===== src/rtl/dac_ctrl_pkg.sv =====
// Register map, field layout and converter drive bundle for the two-channel DAC control
`default_nettype none
package dac_ctrl_pkg;
    // Printed offsets are register indices; byte address is four times the index
    localparam logic [19:0] IDX_DATA0 = 20'hFFF9C;
    localparam logic [19:0] IDX_DATA1 = 20'hFFF9D;
    localparam logic [19:0] IDX_CTRL = 20'hFFF9E;
    localparam logic [19:0] IDX_STBY = 20'hEE01A;
    localparam int IDX_W = 20;
    localparam int ADDR_W = 22;
    localparam int BYTE_LSB = 2;

    // Reset values
    localparam logic [7:0] DATA_RST = 8'h00;
    localparam logic [7:0] CTRL_RST = 8'h1F;
    localparam logic [7:0] STBY_RST = 8'hFE;

    // Reserved bits read as one and hold no storage
    localparam logic [7:0] CTRL_RSVD = 8'h1F;
    localparam logic [7:0] STBY_RSVD = 8'hFE;

    // Field positions
    localparam int CTRL_OE1_BIT = 7;
    localparam int CTRL_OE0_BIT = 6;
    localparam int CTRL_JOINT_BIT = 5;
    localparam int STBY_OE_BIT = 0;

    // Bus constants
    localparam logic [31:0] RDATA_ZERO = 32'h0000_0000;
    localparam logic [23:0] RDATA_PAD = 24'h00_0000;

    // Drive bundle for the analog converter macro
    typedef struct packed {
        logic [7:0] channel1_code;
        logic [7:0] channel0_code;
        logic conv_en1;
        logic conv_en0;
        logic out_en1;
        logic out_en0;
    } dac_drive_t;

    localparam dac_drive_t DRIVE_RST = '{
        channel1_code: 8'h00, channel0_code: 8'h00,
        conv_en1: 1'b0, conv_en0: 1'b0, out_en1: 1'b0, out_en0: 1'b0};

    // Register index carried in a byte address
    function automatic logic [IDX_W-1:0] reg_index(input logic [ADDR_W-1:0] addr);
        reg_index = addr[ADDR_W-1:BYTE_LSB];
    endfunction : reg_index
endpackage : dac_ctrl_pkg
`default_nettype wire


===== src/rtl/dual_channel_dac_control.sv =====
// APB register block and converter drive logic for a two-channel 8-bit DAC
//
// Function
// [RL1] Two 8-bit readable and writable code registers hold one code per channel.
// [RL2] Both code registers clear to zero on reset and on entry to standby.
// [RL3] With the standby output enable set, code and control registers survive software standby.
// [RL4] An enabled channel continuously presents its stored code to the converter.
// [RL5] The control register becomes 1F hex on reset and on entry to standby.
// [RL6] Control bit 7 disables channel 1 output at 0 and enables its conversion and output at 1.
// [RL7] Control bit 6 disables channel 0 output at 0 and enables its conversion and output at 1.
// [RL8] Control bit 5 makes conversion per channel at 0 and joint for both channels at 1.
// [RL9] No channel converts with both enables low; both convert with both high, or one and joint.
// [RL10] Each analog output drive follows only its own output enable bit.
// [RL11] Reserved control bits 4..0 and standby bits 7..1 ignore writes and read as one.
// [RL12] The standby register becomes FE hex on reset and in hardware standby, kept in software.
// [RL13] Standby bit 0 at 0 cuts the output in software standby, at 1 keeps it driven.
// [RL14] A rewritten code is presented to the converter at once while the channel converts.
// [RL15] Per channel one conversion enable, one output enable and the 8-bit code go to the macro.
//
// The APB register port is this design's own decision.
`default_nettype none
module dual_channel_dac_control (
    // Clock and reset
    input wire logic pclk,
    input wire logic presetn,
    // APB slave
    input wire logic psel,
    input wire logic penable,
    input wire logic pwrite,
    input wire logic [dac_ctrl_pkg::ADDR_W-1:0] paddr,
    input wire logic [31:0] pwdata,
    output var logic [31:0] prdata,
    output var logic pready,
    output var logic pslverr,
    // Power modes from the system controller
    input wire logic sw_standby,
    input wire logic hw_standby,
    // Converter macro
    output var dac_ctrl_pkg::dac_drive_t drive
);

    // One control field placed at its bit position in a read byte
    function automatic logic [7:0] place_bit(input logic value, input int pos);
        logic [7:0] word;
        word = 8'h00;
        word[pos] = value;
        return word;
    endfunction : place_bit

    // Conversion enable of one channel: its own enable, or joint mode with the other's
    function automatic logic conv_enable(input logic own_oe, input logic other_oe,
        input logic joint);
        conv_enable = own_oe | (joint & other_oe);
    endfunction : conv_enable

    // Power mode seen last cycle; run to either standby flips one bit
    typedef enum logic [1:0] {
        MODE_RUN = 2'b00,
        MODE_SOFT = 2'b01,
        MODE_HARD = 2'b10
    } power_mode_t;

    power_mode_t mode_r;
    power_mode_t mode_nxt;

    logic [7:0] channel0_code_r;
    logic [7:0] channel1_code_r;
    logic channel0_output_enable_r;
    logic channel1_output_enable_r;
    logic joint_conversion_enable_r;
    logic standby_output_enable_r;
    logic wr_data0;
    logic wr_data1;
    logic wr_ctrl;
    logic wr_stby;
    logic pready_r;
    logic pslverr_r;
    logic [31:0] prdata_r;
    dac_ctrl_pkg::dac_drive_t drive_r;
    dac_ctrl_pkg::dac_drive_t drive_nxt;

    logic [dac_ctrl_pkg::IDX_W-1:0] idx;
    logic hit_data0;
    logic hit_data1;
    logic hit_ctrl;
    logic hit_stby;
    logic hit_any;
    logic wr_fire;
    logic sw_entry;
    logic conv_reinit;
    logic [7:0] ctrl_view;
    logic [7:0] stby_view;
    logic [7:0] rd_byte;

    // Address decode
    assign idx = dac_ctrl_pkg::reg_index(paddr);
    assign hit_data0 = (idx == dac_ctrl_pkg::IDX_DATA0);
    assign hit_data1 = (idx == dac_ctrl_pkg::IDX_DATA1);
    assign hit_ctrl = (idx == dac_ctrl_pkg::IDX_CTRL);
    assign hit_stby = (idx == dac_ctrl_pkg::IDX_STBY);
    assign hit_any = hit_data0 | hit_data1 | hit_ctrl | hit_stby;

    // Write lands only on the access edge where ready is seen; ignored in hardware standby
    assign wr_fire = psel & penable & pready_r & pwrite & hit_any & ~hw_standby;

    // One write strobe per register, so each register block stays a plain priority chain
    assign wr_data0 = wr_fire & hit_data0;
    assign wr_data1 = wr_fire & hit_data1;
    assign wr_ctrl = wr_fire & hit_ctrl;
    assign wr_stby = wr_fire & hit_stby;

    // Software standby entry, seen once per stay; leaving hardware standby with
    // software standby still high counts as a fresh entry
    always_comb begin
        sw_entry = 1'b0;
        unique case (mode_r)
            MODE_RUN: begin
                sw_entry = sw_standby & ~hw_standby;
            end
            MODE_SOFT: begin
                sw_entry = 1'b0;
            end
            MODE_HARD: begin
                sw_entry = sw_standby & ~hw_standby;
            end
            default: begin
                sw_entry = sw_standby & ~hw_standby;
            end
        endcase
    end

    // Reinitialise unless the output is kept alive through software standby
    assign conv_reinit = hw_standby | (sw_entry & ~standby_output_enable_r); // RL3

    // Read views with reserved bits forced high
    assign ctrl_view = dac_ctrl_pkg::CTRL_RSVD
        | place_bit(channel1_output_enable_r, dac_ctrl_pkg::CTRL_OE1_BIT)
        | place_bit(channel0_output_enable_r, dac_ctrl_pkg::CTRL_OE0_BIT)
        | place_bit(joint_conversion_enable_r, dac_ctrl_pkg::CTRL_JOINT_BIT); // RL11
    assign stby_view = dac_ctrl_pkg::STBY_RSVD
        | place_bit(standby_output_enable_r, dac_ctrl_pkg::STBY_OE_BIT); // RL11

    // Read mux
    always_comb begin
        rd_byte = 8'h00;
        if (hit_data0) begin
            rd_byte = channel0_code_r;
        end else if (hit_data1) begin
            rd_byte = channel1_code_r;
        end else if (hit_ctrl) begin
            rd_byte = ctrl_view;
        end else if (hit_stby) begin
            rd_byte = stby_view;
        end
    end

    // Next power mode; hardware standby outranks software standby
    always_comb begin
        mode_nxt = MODE_RUN;
        if (hw_standby) begin
            mode_nxt = MODE_HARD;
        end else if (sw_standby) begin
            mode_nxt = MODE_SOFT;
        end
    end

    // Power mode register; resets to run, so software standby held through reset counts as an entry
    always_ff @(posedge pclk or negedge presetn) begin
        if (!presetn) begin
            mode_r <= MODE_RUN;
        end else begin
            mode_r <= mode_nxt;
        end
    end

    // Code registers
    always_ff @(posedge pclk or negedge presetn) begin
        if (!presetn) begin
            channel0_code_r <= dac_ctrl_pkg::DATA_RST; // RL2
            channel1_code_r <= dac_ctrl_pkg::DATA_RST; // RL2
        end else if (conv_reinit) begin
            channel0_code_r <= dac_ctrl_pkg::DATA_RST; // RL2
            channel1_code_r <= dac_ctrl_pkg::DATA_RST; // RL2
        end else if (wr_data0) begin
            channel0_code_r <= pwdata[7:0]; // RL1
        end else if (wr_data1) begin
            channel1_code_r <= pwdata[7:0]; // RL1
        end
    end

    // Control register; only bits 7..5 hold state
    always_ff @(posedge pclk or negedge presetn) begin
        if (!presetn) begin
            channel1_output_enable_r <= dac_ctrl_pkg::CTRL_RST[dac_ctrl_pkg::CTRL_OE1_BIT]; // RL5
            channel0_output_enable_r <= dac_ctrl_pkg::CTRL_RST[dac_ctrl_pkg::CTRL_OE0_BIT]; // RL5
            joint_conversion_enable_r <= dac_ctrl_pkg::CTRL_RST[dac_ctrl_pkg::CTRL_JOINT_BIT];
        end else if (conv_reinit) begin
            channel1_output_enable_r <= dac_ctrl_pkg::CTRL_RST[dac_ctrl_pkg::CTRL_OE1_BIT]; // RL5
            channel0_output_enable_r <= dac_ctrl_pkg::CTRL_RST[dac_ctrl_pkg::CTRL_OE0_BIT]; // RL5
            joint_conversion_enable_r <= dac_ctrl_pkg::CTRL_RST[dac_ctrl_pkg::CTRL_JOINT_BIT];
        end else if (wr_ctrl) begin
            channel1_output_enable_r <= pwdata[dac_ctrl_pkg::CTRL_OE1_BIT]; // RL6
            channel0_output_enable_r <= pwdata[dac_ctrl_pkg::CTRL_OE0_BIT]; // RL7
            joint_conversion_enable_r <= pwdata[dac_ctrl_pkg::CTRL_JOINT_BIT]; // RL8
        end
    end

    // Standby register survives software standby, not hardware standby
    always_ff @(posedge pclk or negedge presetn) begin
        if (!presetn) begin
            standby_output_enable_r <= dac_ctrl_pkg::STBY_RST[dac_ctrl_pkg::STBY_OE_BIT]; // RL12
        end else if (hw_standby) begin
            standby_output_enable_r <= dac_ctrl_pkg::STBY_RST[dac_ctrl_pkg::STBY_OE_BIT]; // RL12
        end else if (wr_stby) begin
            standby_output_enable_r <= pwdata[dac_ctrl_pkg::STBY_OE_BIT]; // RL13
        end
    end

    // APB answer: ready in the first access cycle, so no wait states
    always_ff @(posedge pclk or negedge presetn) begin
        if (!presetn) begin
            pready_r <= 1'b0;
            pslverr_r <= 1'b0;
            prdata_r <= dac_ctrl_pkg::RDATA_ZERO;
        end else begin
            pready_r <= psel & ~penable;
            pslverr_r <= psel & ~penable & ~hit_any;
            if (psel && !penable && !pwrite) begin
                prdata_r <= {dac_ctrl_pkg::RDATA_PAD, rd_byte};
            end else begin
                prdata_r <= dac_ctrl_pkg::RDATA_ZERO;
            end
        end
    end

    // Converter drive; software standby cuts it unless kept alive, hardware standby always
    always_comb begin
        logic live;
        live = 1'b0;
        live = ~hw_standby & (~sw_standby | standby_output_enable_r); // RL13
        drive_nxt = dac_ctrl_pkg::DRIVE_RST;
        // Codes pass straight through, so a rewrite reaches the macro next cycle
        drive_nxt.channel0_code = channel0_code_r; // RL4 RL14
        drive_nxt.channel1_code = channel1_code_r; // RL4 RL14
        // Joint mode lets either enable start both converters
        drive_nxt.conv_en0 = live & conv_enable(channel0_output_enable_r,
            channel1_output_enable_r, joint_conversion_enable_r); // RL8 RL9
        drive_nxt.conv_en1 = live & conv_enable(channel1_output_enable_r,
            channel0_output_enable_r, joint_conversion_enable_r); // RL8 RL9
        // Output drive ignores the joint bit
        drive_nxt.out_en0 = live & channel0_output_enable_r; // RL7 RL10
        drive_nxt.out_en1 = live & channel1_output_enable_r; // RL6 RL10
    end

    // Registered so the macro sees glitch-free levels, one cycle behind the registers
    always_ff @(posedge pclk or negedge presetn) begin
        if (!presetn) begin
            drive_r <= dac_ctrl_pkg::DRIVE_RST;
        end else begin
            drive_r <= drive_nxt; // RL15
        end
    end

    assign prdata = prdata_r;
    assign pready = pready_r;
    assign pslverr = pslverr_r;
    assign drive = drive_r;

endmodule : dual_channel_dac_control
`default_nettype wire


===== config.mk =====
export PLATFORM = sky130hd
export DESIGN_NAME = dual_channel_dac_control
export DESIGN_NICKNAME = d
export VERILOG_FILES = /design/src/rtl/dac_ctrl_pkg.sv /design/src/rtl/dual_channel_dac_control.sv
export SDC_FILE = /design/constraint.sdc
export NUM_CORES = 1
export LEC_CHECK = 0
export ABC_AREA = 1
export BUFFER_PORTS_ARGS = -buffer_cell sky130_fd_sc_hd__buf_2
export CORE_ASPECT_RATIO = 0.7
export CORE_MARGIN = 3
export CORE_UTILIZATION = 42
export DETAILED_ROUTE_END_ITERATION = 10
export PLACE_DENSITY = 0.72
export SLEW_MARGIN = 20
export SYNTH_ARGS = -nofsm -noshare
export SYNTH_HDL_FRONTEND = slang
export SYNTH_SLANG_ARGS = --single-unit

===== constraint.sdc =====
create_clock -name pclk -period 1.2 [get_ports pclk]
set_input_delay 0 -clock pclk [delete_from_list [all_inputs] [get_ports pclk]]
set_output_delay 0 -clock pclk [all_outputs]
set_load 0.01 [all_outputs]

# Word level (Yosys, flattened, before mapping)
# Cells that the tools add are included.
[word_totals] in_bits=61 ff_bits=76 word_cells=86
[classes] reduce_logical=9 n_bitwise=34 eq_ne=6 muxes=21
[op_table] cell="$eq 20x20->1 const B" count=4
[op_table] cell="$mux 8" count=10
[op_table] cell="$and 1x1->1" count=20
[op_table] cell="$mux 1" count=10
[op_table] cell="$or 8x6->8" count=1
[op_table] cell="$or 8x7->8" count=1
[op_table] cell="$reduce_bool 2->1" count=4
[op_table] cell="$or 1x1->1" count=7
[op_table] cell="$not 1->1" count=5
[op_table] cell="$eq 2x1->1 const B" count=1
[op_table] cell="$logic_and 1x1->1" count=2
[op_table] cell="$logic_not 1->1" count=2
[op_table] cell="$mux 2" count=1
[op_table] cell="$ne 2x1->1 const B" count=1
[op_table] cell="$reduce_and 2->1" count=1

# Logic depth before layout (Yosys ltp)
# Gate-level depths: netlist of the first run.
[logic_depth] depth_word=10 ltp_mapped=10 mapped_depth_nobuf=10

# Worst setup path after synthesis of the first run
# OpenSTA, ideal clock, no wires.
[synth_path] path_type="register -> register" startpoint="register pready_r (netlist: pready)" endpoint="register channel0_code_r[0]" arrival_time_ns=1.075 setup_ns=0.118 setup_slack_ns=0.007 stages_incl_launch_ff=8 required_ns=1.082 cell_sequence="dfrtp_1 > nand3_1 > nor2_1 > inv_2 > nor2_8 > inv_4 > nand3_1 > nand2_1"
[synth_via] elab_chain_cells=6
[synth_rtl] element="start, declared" line_no="dual_channel_dac_control.sv:76" source="logic pready_r;"
[synth_rtl] element="start signal, assigned" line_no="dual_channel_dac_control.sv:226" source="pready_r <= psel & ~penable;"
[synth_rtl] element="$and 1x1->1 (4 in series)" line_no="dual_channel_dac_control.sv:104" source="assign wr_fire = psel & penable & pready_r & pwrite & hit_any & ~hw_standby;"
[synth_rtl] element="$and 1x1->1" line_no="dual_channel_dac_control.sv:107" source="assign wr_data0 = wr_fire & hit_data0;"
[synth_rtl] element="$reduce_bool 2->1 (no source line)"
[synth_rtl] element="end signal, assigned" line_no="dual_channel_dac_control.sv:179" source="channel0_code_r <= dac_ctrl_pkg::DATA_RST;"
[synth_rtl] element="end signal, assigned" line_no="dual_channel_dac_control.sv:182" source="channel0_code_r <= dac_ctrl_pkg::DATA_RST;"
[synth_rtl] element="end signal, assigned" line_no="dual_channel_dac_control.sv:185" source="channel0_code_r <= pwdata[7:0];"
[synth_rtl] element="end, declared" line_no="dual_channel_dac_control.sv:66" source="logic [7:0] channel0_code_r;"
# Every way passes these cells.
# A chain may end at the register's enable or synchronous reset.

# Worst setup path in the final report of the first run
[layout_path] startpoint="register mode_r[1]" endpoint="register channel0_output_enable_r"
[layout_via] elab_chain_cells=5
[layout_rtl] element="start, declared" line_no="dual_channel_dac_control.sv:63" source="power_mode_t mode_r;"
[layout_rtl] element="start signal, assigned" line_no="dual_channel_dac_control.sv:172" source="mode_r <= mode_nxt;"
[layout_rtl] element="$eq 2x1->1 *" line_no="dual_channel_dac_control.sv:116" source="unique case (mode_r)"
[layout_rtl] element="$mux 1 *"
[layout_rtl] element="$and 1x1->1 *" line_no="dual_channel_dac_control.sv:133" source="assign conv_reinit = hw_standby | (sw_entry & ~standby_output_enable_r);"
[layout_rtl] element="$or 1x1->1 *" line_no="dual_channel_dac_control.sv:133"
[layout_rtl] element="$mux 1 / $reduce_bool 2->1 (equally long branches)"
[layout_rtl] element="end signal, assigned" line_no="dual_channel_dac_control.sv:195" source="channel0_output_enable_r <= dac_ctrl_pkg::CTRL_RST[dac_ctrl_pkg::CTRL_OE0_BIT];"
[layout_rtl] element="end signal, assigned" line_no="dual_channel_dac_control.sv:199" source="channel0_output_enable_r <= dac_ctrl_pkg::CTRL_RST[dac_ctrl_pkg::CTRL_OE0_BIT];"
[layout_rtl] element="end signal, assigned" line_no="dual_channel_dac_control.sv:203" source="channel0_output_enable_r <= pwdata[dac_ctrl_pkg::CTRL_OE0_BIT];"
[layout_rtl] element="end, declared" line_no="dual_channel_dac_control.sv:68" source="logic channel0_output_enable_r;"
# Every way passes the cells marked *; elsewhere a longest branch is shown, timed or not.

==> out/metrics.cfg, run 1 <==
[critical_path]
critical-path-slowest-cell=dfrtp_1
crit_family=simple AND/OR/NAND/NOR gates
arrival_ps=1420
crit_required_ps=1440
setup.worst_path.class=flip-flop to flip-flop
critPathBufInv=1
slowest_delay_ps=370
cp_cell_sequence=nand3b_1, nand2_8, buf_12, nand2_2, o21ai_2
startpoint_type=flip-flop
crit_path_end_kind=flip-flop
crit_fanout=5

[floorplan]
core_um2=5840
dieArea_um2=7150
fp.dieH_um=71.6
rows=23
fp.dieW_um=99.8
start_util_pct=44.2
ios=115

[global_route]
grt_usage_pct=15.6
overflow=0
grt_antenna_before_repair=0
grt_max_degree=53
grt_pass1_wl_mm=8.79
grt_pass1_vias=1861

[cts]
insertion_delay_ps=300
cts.reportedPaths.clkPinSlew_ps=90
cts_tree=built
cts_buffer_depth=2
h-tree-depth=2
root_buffer=clkbuf_8
cts_buffers=5
clock_sinks=52
post_cts_buffers=0

[final_layout]
final_cell_mix=buf_2 (64), nand2_1 (62), dfrtp_1 (52), nor2_1 (28), conb_1 (24)
insertedDiodeCount=0
nFillCells=528
design_area_um2=3310
layout.nets=433
areaGrowthSynthToFinish_pct=28.0
drive_gt1_share_pct=36.2
final_common_cell=buf_2
final_core_util_pct=56.7

[routing]
wl_met3_um=437
wl_per_cell_um=12.4
wl_mm=5.56
drtIter0Drc=84
ant_nets=0
wl_met1_mm=2.59
via_per_inst=4.44
route.met2.wl_mm=2.47
top_layer=met4
post-route-drc-count=0
via_count=1988
first_pass_iters=4

[synthesis]
synth_top_family_by_area=simple AND/OR/NAND/NOR gates
synthCells=286
syn_avg_cell_area_um2=9.04
synthDistinctLibCells=23
synth_xor_area_share_pct=0
netlist_area_um2=2580
ys_seq_area_share_pct=50.3
synth_seq_cells=52
synthSimpleGateAreaFrac_pct=34.1
synth-adder-area-share_pct=0
muxShareOfSynthArea_pct=0
synth_compound_area_share_pct=2.18
yosysWarnings=0

[timing]
min_period_ps=1180
period_share_pct=98.4
fin_skew_ps=6.56
fmax_ghz=0.847
finalHoldWorstSlack_ps=9.45
rsz0062_at_grt=yes
setup_violations=0
hold_viol=0
fin_ws_ps=19.0
slew_violations=0

[place]
place_area_um2=2990
port_buffers=64
dp_hpwl_mm=4.03
place_ws_ps=-23.2
globalplace.congestion=0.788

[worst_hold_path]
hp-class=primary input to flip-flop

[power]
p_leak_nw=1.99
peakVddDrop_uv=386
power.total_mw=3.11
p_per_area_nw_per_um2=939

[flow_run]
maxCapViolations=0

[outcome]
status=finished, final reports clean

## routing by layer
layer | global-route usage, % | vias to the layer above
met5 | 0 | -
met4 | 3.64 | 0
met3 | 4.77 | 11
met2 | 22.2 | 72
met1 | 23.4 | 902
li1 | - | 1003
## through the flow
stage / TNS, ps / instances
finish: 0 / 448
detailed placement: -54.3 / 432
global route: -604 / 448
CTS: -178 / 446
floorplan: 0 / 309
global placement: 0 / 432
## cell families (layout without fill, tap and decap cells)
| logic type | count (synthesis) | after routing |
|---|---|---|
| AND/OR/NAND/NOR | 162 | 162 |
| buffers and inverters | 62 | 126 |
| flip-flops | 52 | 52 |
| AO/OA/AOI/OAI | 9 | 9 |
| other | 1 | 24 |
## where the power goes
group,switching (mW),internal [mW],total [mW]
Clock,0.534,0.471,1.01
Sequential,0.00230,1.76,1.76
Combinational,0.213,0.129,0.342
Total,0.749,2.36,3.11
## path summary, 6_finish.rpt
path                                                  to          startpoint  slack [ps]  depth (start not counted)
worst max-delay path            channel0_output_enable_r           mode_r[1]          20                          5
worst min-delay path                           prdata[7]              pwrite           9                          4
worst max register to register  channel0_output_enable_r           mode_r[1]          20                          5
worst min register to register                  drive[8]  channel0_code_r[4]         400                          0
max in group asynchronous                        pslverr             presetn         770                          3
min in group asynchronous             channel1_code_r[0]             presetn         210                          3
## flip-flops by register name, indices dropped and copies added, names as in the netlist, 2 cells and up
register	flops
channel1_code_r	8
prdata	8
mode_r	2
channel0_code_r	8
drive	20
## final cells by class
cell class	instances	area (µm²)	area share, %
clock buffer	8	90.1	2.72
inverter	36	155	4.69
multi-input combinational	195	1120	33.8
sequential	52	1300	39.3
tap	75	93.8	2.84
timing repair buffer	82	551	16.6
## worst reg2reg max path: stages, from the launching register on
cell and delay, ps:
dfrtp_1 370, nand3b_1 250, nand2_8 160, buf_12 130, nand2_2 70, o21ai_2 140
## cells in the mapped netlist (all sizes together)
cell type	instances	area, µm²
dfrtp	52	1300
a21oi	4	20.0
buf	26	200
clkinv	1	3.75
nand3	27	145
or2	8	50.1
o21ai	5	36.3
nand3b	7	52.6
inv	35	139
nand2	74	335
conb	1	3.75
nor2	46	298
## timing repair
item | CTS | global route
hold endpoints to repair | 57 | 0
pin swaps | 0 | 9
hold buffers | 6 | 0
endpoints found under the setup margin | 17 | 27
cloned | 0 | 2
resized for setup | 2 | 32
Power figures use the tool's default switching activity.
==> inputs of run 2 (changes only) <==
- ABC_AREA: 1 -> 0
- PLACE_DENSITY: 0.72 -> 0.71
- clock period: 1.2 -> 1.34 ns (I/O delays scaled with it)
==> run 2 against run 1 <==
- core utilization decreased by 0.33 points
- area after synthesis shrank 7.8%
- total power decreased by 11%
- first-iteration DRC count down 25%
- register-to-register slack better by 40 ps
- clock skew shrank 2.0 ps
- synthesized cell count decreased by 31%
- count of clock-buffer cells in the layout down 2
- wire length fell by 9.6%
- sequential cell count is the same
- critical path depth stayed put
- worst setup slack better by 44 ps
- largest power group unchanged
==> out/metrics.cfg, run 2 <==
[synthesis]
synth.most_common_cell=dfrtp_1  ; was nand2_1
yosysWarnings=0  ; unchanged
async_reset_ff_share_pct=100  ; unchanged
synthCells=197  ; was 286
synth_xor_area_share_pct=0  ; unchanged
netlist_area_um2=2380  ; was 2580 µm²
muxShareOfSynthArea_pct=9.77  ; was 0%
synth_seq_cells=52  ; unchanged
yosys-top-cells-area=dfrtp_1 (55%), mux2i_1 (8.8%), buf_4 (8.2%)  ; was dfrtp_1 (50%), nand2_1 (9.1%), buf_4 (7.0%)
synth_top_area_share_pct=54.6  ; was 50.3%
synth_top_family_by_area=simple AND/OR/NAND/NOR gates  ; unchanged
synth_top_cells_by_count=dfrtp_1 (52), nand2_1 (28), buf_4 (26)  ; was nand2_1 (63), dfrtp_1 (52), nor2_1 (35)
synth-adder-area-share_pct=0  ; unchanged
synthSimpleGateAreaFrac_pct=18.9  ; was 34.1%
ys_seq_area_share_pct=54.6  ; was 50.3%
synthDistinctLibCells=39  ; was 23
syn_avg_cell_area_um2=12.1  ; was 9.04 µm²
synthFlopType=dfrtp_1  ; unchanged
synth_compound_area_share_pct=6.51  ; was 2.18%
synth_edf_count=0  ; unchanged
synth_top_cell_by_area=dfrtp_1  ; unchanged

[critical_path]
crit_path_end_kind=flip-flop  ; unchanged
arrival_ps=1470  ; was 1420 ps
rr_worst_depth=5  ; unchanged
crit_required_ps=1530  ; was 1440 ps
setup.worst_path.class=flip-flop to flip-flop  ; unchanged
crit_fanout=8  ; was 5
startpoint_type=flip-flop  ; unchanged

[routing]
ant_nets=0  ; unchanged
post-route-drc-count=0  ; unchanged
wl_mm=5.02  ; was 5.56 mm
first_pass_iters=4  ; unchanged
via_per_inst=4.72  ; was 4.44
via_count=1680  ; was 1988
drtIter0Drc=63  ; was 84
wl_per_cell_um=14.1  ; was 12.4 µm

[cts]
cts.reportedPaths.clkPinSlew_ps=90  ; about the same
clock_sinks=52  ; unchanged
cts_buffers=5  ; unchanged
h-tree-depth=2  ; unchanged
cts_tree=built  ; unchanged
cts_buffer_depth=2  ; unchanged
root_buffer=clkbuf_8  ; unchanged
post_cts_buffers=0  ; unchanged
insertion_delay_ps=300  ; about the same

[power]
p_per_area_nw_per_um2=915  ; was 939 nW/µm²
peakVddDrop_uv=528  ; was 386 µV
power.total_mw=2.76  ; was 3.11 mW
p_leak_nw=1.68  ; was 1.99 nW

[timing]
min_period_ps=1280  ; was 1180 ps
worstMarginPinSlew_ps=522
slew_violations=0  ; unchanged
hold_viol=0  ; unchanged
relSlewSlack_pct=65.2
fin_skew_ps=4.53  ; was 6.56 ps
rsz0062_at_grt=yes  ; unchanged
setup_violations=0  ; unchanged
fmax_ghz=0.783  ; was 0.847 GHz
fin_tns_setup_ps=0  ; unchanged
period_share_pct=95.3  ; was 98.4%

[floorplan]
dieArea_um2=6630  ; was 7150 µm²
fp.dieW_um=96.0  ; was 99.8 µm
core_um2=5370  ; was 5840 µm²
rows=22  ; was 23
start_util_pct=44.4  ; was 44.2%
ios=115  ; unchanged
fp.dieH_um=69.0  ; was 71.6 µm

[final_layout]
regArea_um2=1300  ; unchanged
drive_gt1_share_pct=36.3  ; was 36.2%
layout.nets=344  ; was 433
insertedDiodeCount=0  ; unchanged
final_core_util_pct=56.3  ; was 56.7%
final_cell_mix=buf_2 (63), dfrtp_1 (52), nand2_1 (28), conb_1 (24), mux2i_1 (21)  ; was buf_2 (64), nand2_1 (62), dfrtp_1 (52), nor2_1 (28), conb_1 (24)
nFillCells=486  ; was 528
design_area_um2=3020  ; was 3310 µm²
multi_input_area_um2=943  ; was 1120 µm²
largest_register_ffs=20  ; unchanged
final_common_cell=buf_2  ; unchanged
areaGrowthSynthToFinish_pct=26.9  ; was 28.0%

[global_route]
grt_usage_pct=16.0  ; was 15.6%
grt_pass1_wl_mm=8.14  ; was 8.79 mm
grt_antenna_before_repair=0  ; unchanged
grt_max_degree=28  ; was 53
overflow=0  ; unchanged
grt_pass1_vias=1597  ; was 1861

[place]
place_area_um2=2800  ; was 2990 µm²
globalplace.congestion=0.787  ; was 0.788
port_buffers=64  ; unchanged
dp_hpwl_mm=3.83  ; was 4.03 mm

[flow_run]
maxCapViolations=0  ; unchanged

[outcome]
status=finished, final reports clean  ; unchanged

[worst_hold_path]
hold_depth=3  ; was 4
hp-class=primary input to flip-flop  ; unchanged

## run 2: cell count changes after synthesis, moves of 7 or more
cell and delta:
nand2_1 -35, inv_2 -7, inv_1 -20, nand3b_1 -7
nor2_1 -32, or2_0 -8, nand3_1 -21, mux2i_1 +21
## run 2: path summary, 6_finish.rpt
kind	from	endpoint	slack, ps
min	penable	pslverr	50
max in group asynchronous	presetn	channel0_code_r[4]	680
min in group asynchronous	presetn	mode_r[0]	190
max reg2reg	pready	channel0_code_r[2]	60
min reg2reg	channel0_code_r[2]	drive[6]	410
max	pready	channel0_code_r[2]	60
## run 2: report_power, final
group / internal (mW) / total, mW / switching (mW)
combinational: 0.111 / 0.256 / 0.145
clock: 0.423 / 0.933 / 0.510
sequential: 1.57 / 1.58 / 0.00202
total: 2.11 / 2.76 / 0.657
## run 2: cell families after synthesis
kind of cell / count (synthesis)
compound gates: 15
simple gates: 70
mux: 23
other cells: 1
flops: 52
buf+inv: 36
## run 2: layout make-up
type	count	area share, %
clock buffers	6	2.73
clock inverters	2	0.455
inverters	5	0.621
multi-input cells	132	31.2
flip-flops and latches	52	43.0
well taps	72	2.98
repair buffers	87	19.0
## run 2: metrics by stage
step                cells  hold WS, ps  worst slack (ps)
floorplan             220         -296              8.37
global placement      337        -4.64              -138
detailed placement    337         1.90              -181
CTS                   357         34.5              15.3
global route          356         38.3             -20.5
finish                356         49.4              63.3
## run 2: repair_timing
item | in CTS | in global routing
hold buffers | 12 | 0
resized for setup | 0 | 4
setup endpoints to repair | 0 | 20
hold endpoints to repair | 39 | 0
## run 2: worst max-delay path, cell delays in order, from the launching register on
cell,delay (ps)
dfrtp_1,360
nor3b_4,220
buf_6,150
nand4b_1,120
buf_6,190
mux2i_1,130
## run 2: routing by layer
layer  GRT usage [%]  share of wire (%)
met5               0                  0
met4            5.52                1.4
met3            4.14                5.3
met2            22.5                 45
met1            23.8                 48
==> inputs of run 3 (changes only) <==
- CORE_ASPECT_RATIO: 0.7 -> 2
- REMOVE_ABC_BUFFERS: default -> 1
==> run 3 against run 2 <==
- clock skew rose by 3.6 ps
- combinational power fell by 4%
- critical path depth did not move
- die area rose by 0.62%
- worst setup slack improved by 28 ps
- sequential share of layout area rose by 0.84 points
- fmax rose by 2.2%
==> out/metrics.cfg, run 3 (synthesis gave the netlist of run 2 again) <==
[final_layout]
nFillCells=472  ; was 486
fin_cells=343  ; was 356
design_area_um2=2970  ; was 3020 µm²
layout.nets=343  ; was 344
insertedDiodeCount=0  ; unchanged
regArea_um2=1300  ; unchanged
final_cell_mix=buf_2 (64), dfrtp_1 (52), nand2_1 (28), conb_1 (24), mux2i_1 (21)  ; was buf_2 (63), dfrtp_1 (52), nand2_1 (28), conb_1 (24), mux2i_1 (21)
areaGrowthSynthToFinish_pct=24.5  ; was 26.9%
multi_input_area_um2=938  ; was 943 µm²
largest_register_ffs=20  ; unchanged
final_common_cell=buf_2  ; unchanged
drive_gt1_share_pct=36.0  ; was 36.3%

[floorplan]
ios=115  ; unchanged
fp.dieH_um=113  ; was 69.0 µm
fp.dieW_um=59.3  ; was 96.0 µm
core_um2=5470  ; was 5370 µm²
start_util_pct=43.6  ; was 44.4%
rows=38  ; was 22
dieArea_um2=6670  ; was 6630 µm²

[cts]
cts_tree=built  ; unchanged
h-tree-depth=2  ; unchanged
cts_buffer_depth=2  ; unchanged
root_buffer=clkbuf_8  ; unchanged
clock_sinks=52  ; unchanged
post_cts_buffers=0  ; unchanged
insertion_delay_ps=310  ; was 300 ps
cts_buffers=5  ; unchanged
cts.reportedPaths.clkPinSlew_ps=90  ; about the same

[place]
dp_hpwl_mm=3.94  ; was 3.83 mm
port_buffers=64  ; unchanged
globalplace.congestion=0.836  ; was 0.787
dpl.cell_count=324  ; was 337
place_area_um2=2760  ; was 2800 µm²

[timing]
period_share_pct=93.2  ; was 95.3%
hold_viol=0  ; unchanged
fin_skew_ps=8.13  ; was 4.53 ps
min_period_ps=1250  ; was 1280 ps
slew_violations=0  ; unchanged
rsz0062_at_grt=no  ; was yes
fmax_ghz=0.801  ; was 0.783 GHz
setup_violations=0  ; unchanged

[critical_path]
arrival_ps=1470  ; about the same
r2r_setup_slack_ps=90  ; was 60 ps
crit_required_ps=1560  ; was 1530 ps
crit_path_end_kind=flip-flop  ; unchanged
startpoint_type=flip-flop  ; unchanged
crit_fanout=27  ; was 8
setup.worst_path.class=flip-flop to flip-flop  ; unchanged

[routing]
drtIter0Drc=18  ; was 63
post-route-drc-count=0  ; unchanged
wl_per_cell_um=14.6  ; was 14.1 µm
first_pass_iters=4  ; unchanged
via_count=1698  ; was 1680
ant_nets=0  ; unchanged
via_per_inst=4.95  ; was 4.72
wl_mm=5.02  ; about the same

[global_route]
grt_pass1_wl_mm=7.98  ; was 8.14 mm
grt_usage_pct=16.1  ; was 16.0%
grt_max_degree=28  ; unchanged
grt_pass1_vias=1716  ; was 1597
grt_antenna_before_repair=0  ; unchanged
overflow=0  ; unchanged

[power]
p_leak_nw=1.64  ; was 1.68 nW
peakVddDrop_uv=676  ; was 528 µV
p_per_area_nw_per_um2=922  ; was 915 nW/µm²

[outcome]
status=finished, final reports clean  ; unchanged

[worst_hold_path]
hp-class=primary input to flip-flop  ; unchanged

[flow_run]
maxCapViolations=0  ; unchanged

-- run 3: critical path, cell delays in order (launching register included) --
cell,delay [ps]
dfrtp_1,370
nand2b_1,150
a21oi_2,190
buf_12,190
nand2_1,110
mux2i_1,150
-- run 3: final cells by class --
cell class              instances  area share, %
well taps                      60           2.53
multi-input cells             132           31.6
inverters                       5          0.633
repair buffers                 86           18.3
flip-flops and latches         52           43.9
clock buffers                   8           3.04
-- run 3: worst paths after layout --
path / startpoint / to / cells past startpoint
worst max register to register: mode_r[1] / channel1_code_r[5] / 5
worst min-delay path: pwdata[6] / channel1_code_r[6] / 3
min in group asynchronous: presetn / channel1_code_r[6] / 2
max in group asynchronous: presetn / drive[9] / 3
worst max-delay path: mode_r[1] / channel1_code_r[5] / 5
worst min register to register: channel1_code_r[5] / drive[17] / 0
-- run 3: layer usage --
layer	global-route usage (%)	up-vias	part of all wire [%]
met5	0	-	0
met4	10.3	0	3.9
met3	2.65	14	6.0
met2	28.1	72	55
met1	16.8	810	35
li1	-	802	-
-- run 3: stage by stage --
| step | TNS [ps] | power (mW) | hold WS (ps) | setup WS [ps] | util [%] |
|---|---|---|---|---|---|
| finish | 0 | 2.73 | 14.3 | 90.9 | 54.2 |
| floorplan | -10320 | 1.69 | -296 | -572 | - |
| detailed placement | -1730 | 1.83 | -35.5 | -152 | 50.4 |
| global route | 0 | 2.84 | 25.7 | 4.89 | 54.2 |
| global placement | -586 | 1.83 | -37.3 | -104 | 50.4 |
| CTS | 0 | 2.76 | 9.21 | 23.8 | 54.1 |
-- run 3: where the power goes --
part | internal, mW | leakage, nW | switching, mW
Sequential | 1.57 | 0.721 | 0.00217
Clock | 0.422 | 0.0455 | 0.489
Combinational | 0.104 | 0.876 | 0.144
-- run 3: repair_timing --
item,4_1_cts,5_1_grt
resized for setup,0,3
endpoints found under the setup margin,0,17
hold buffers,11,0
hold endpoints to repair,58,0
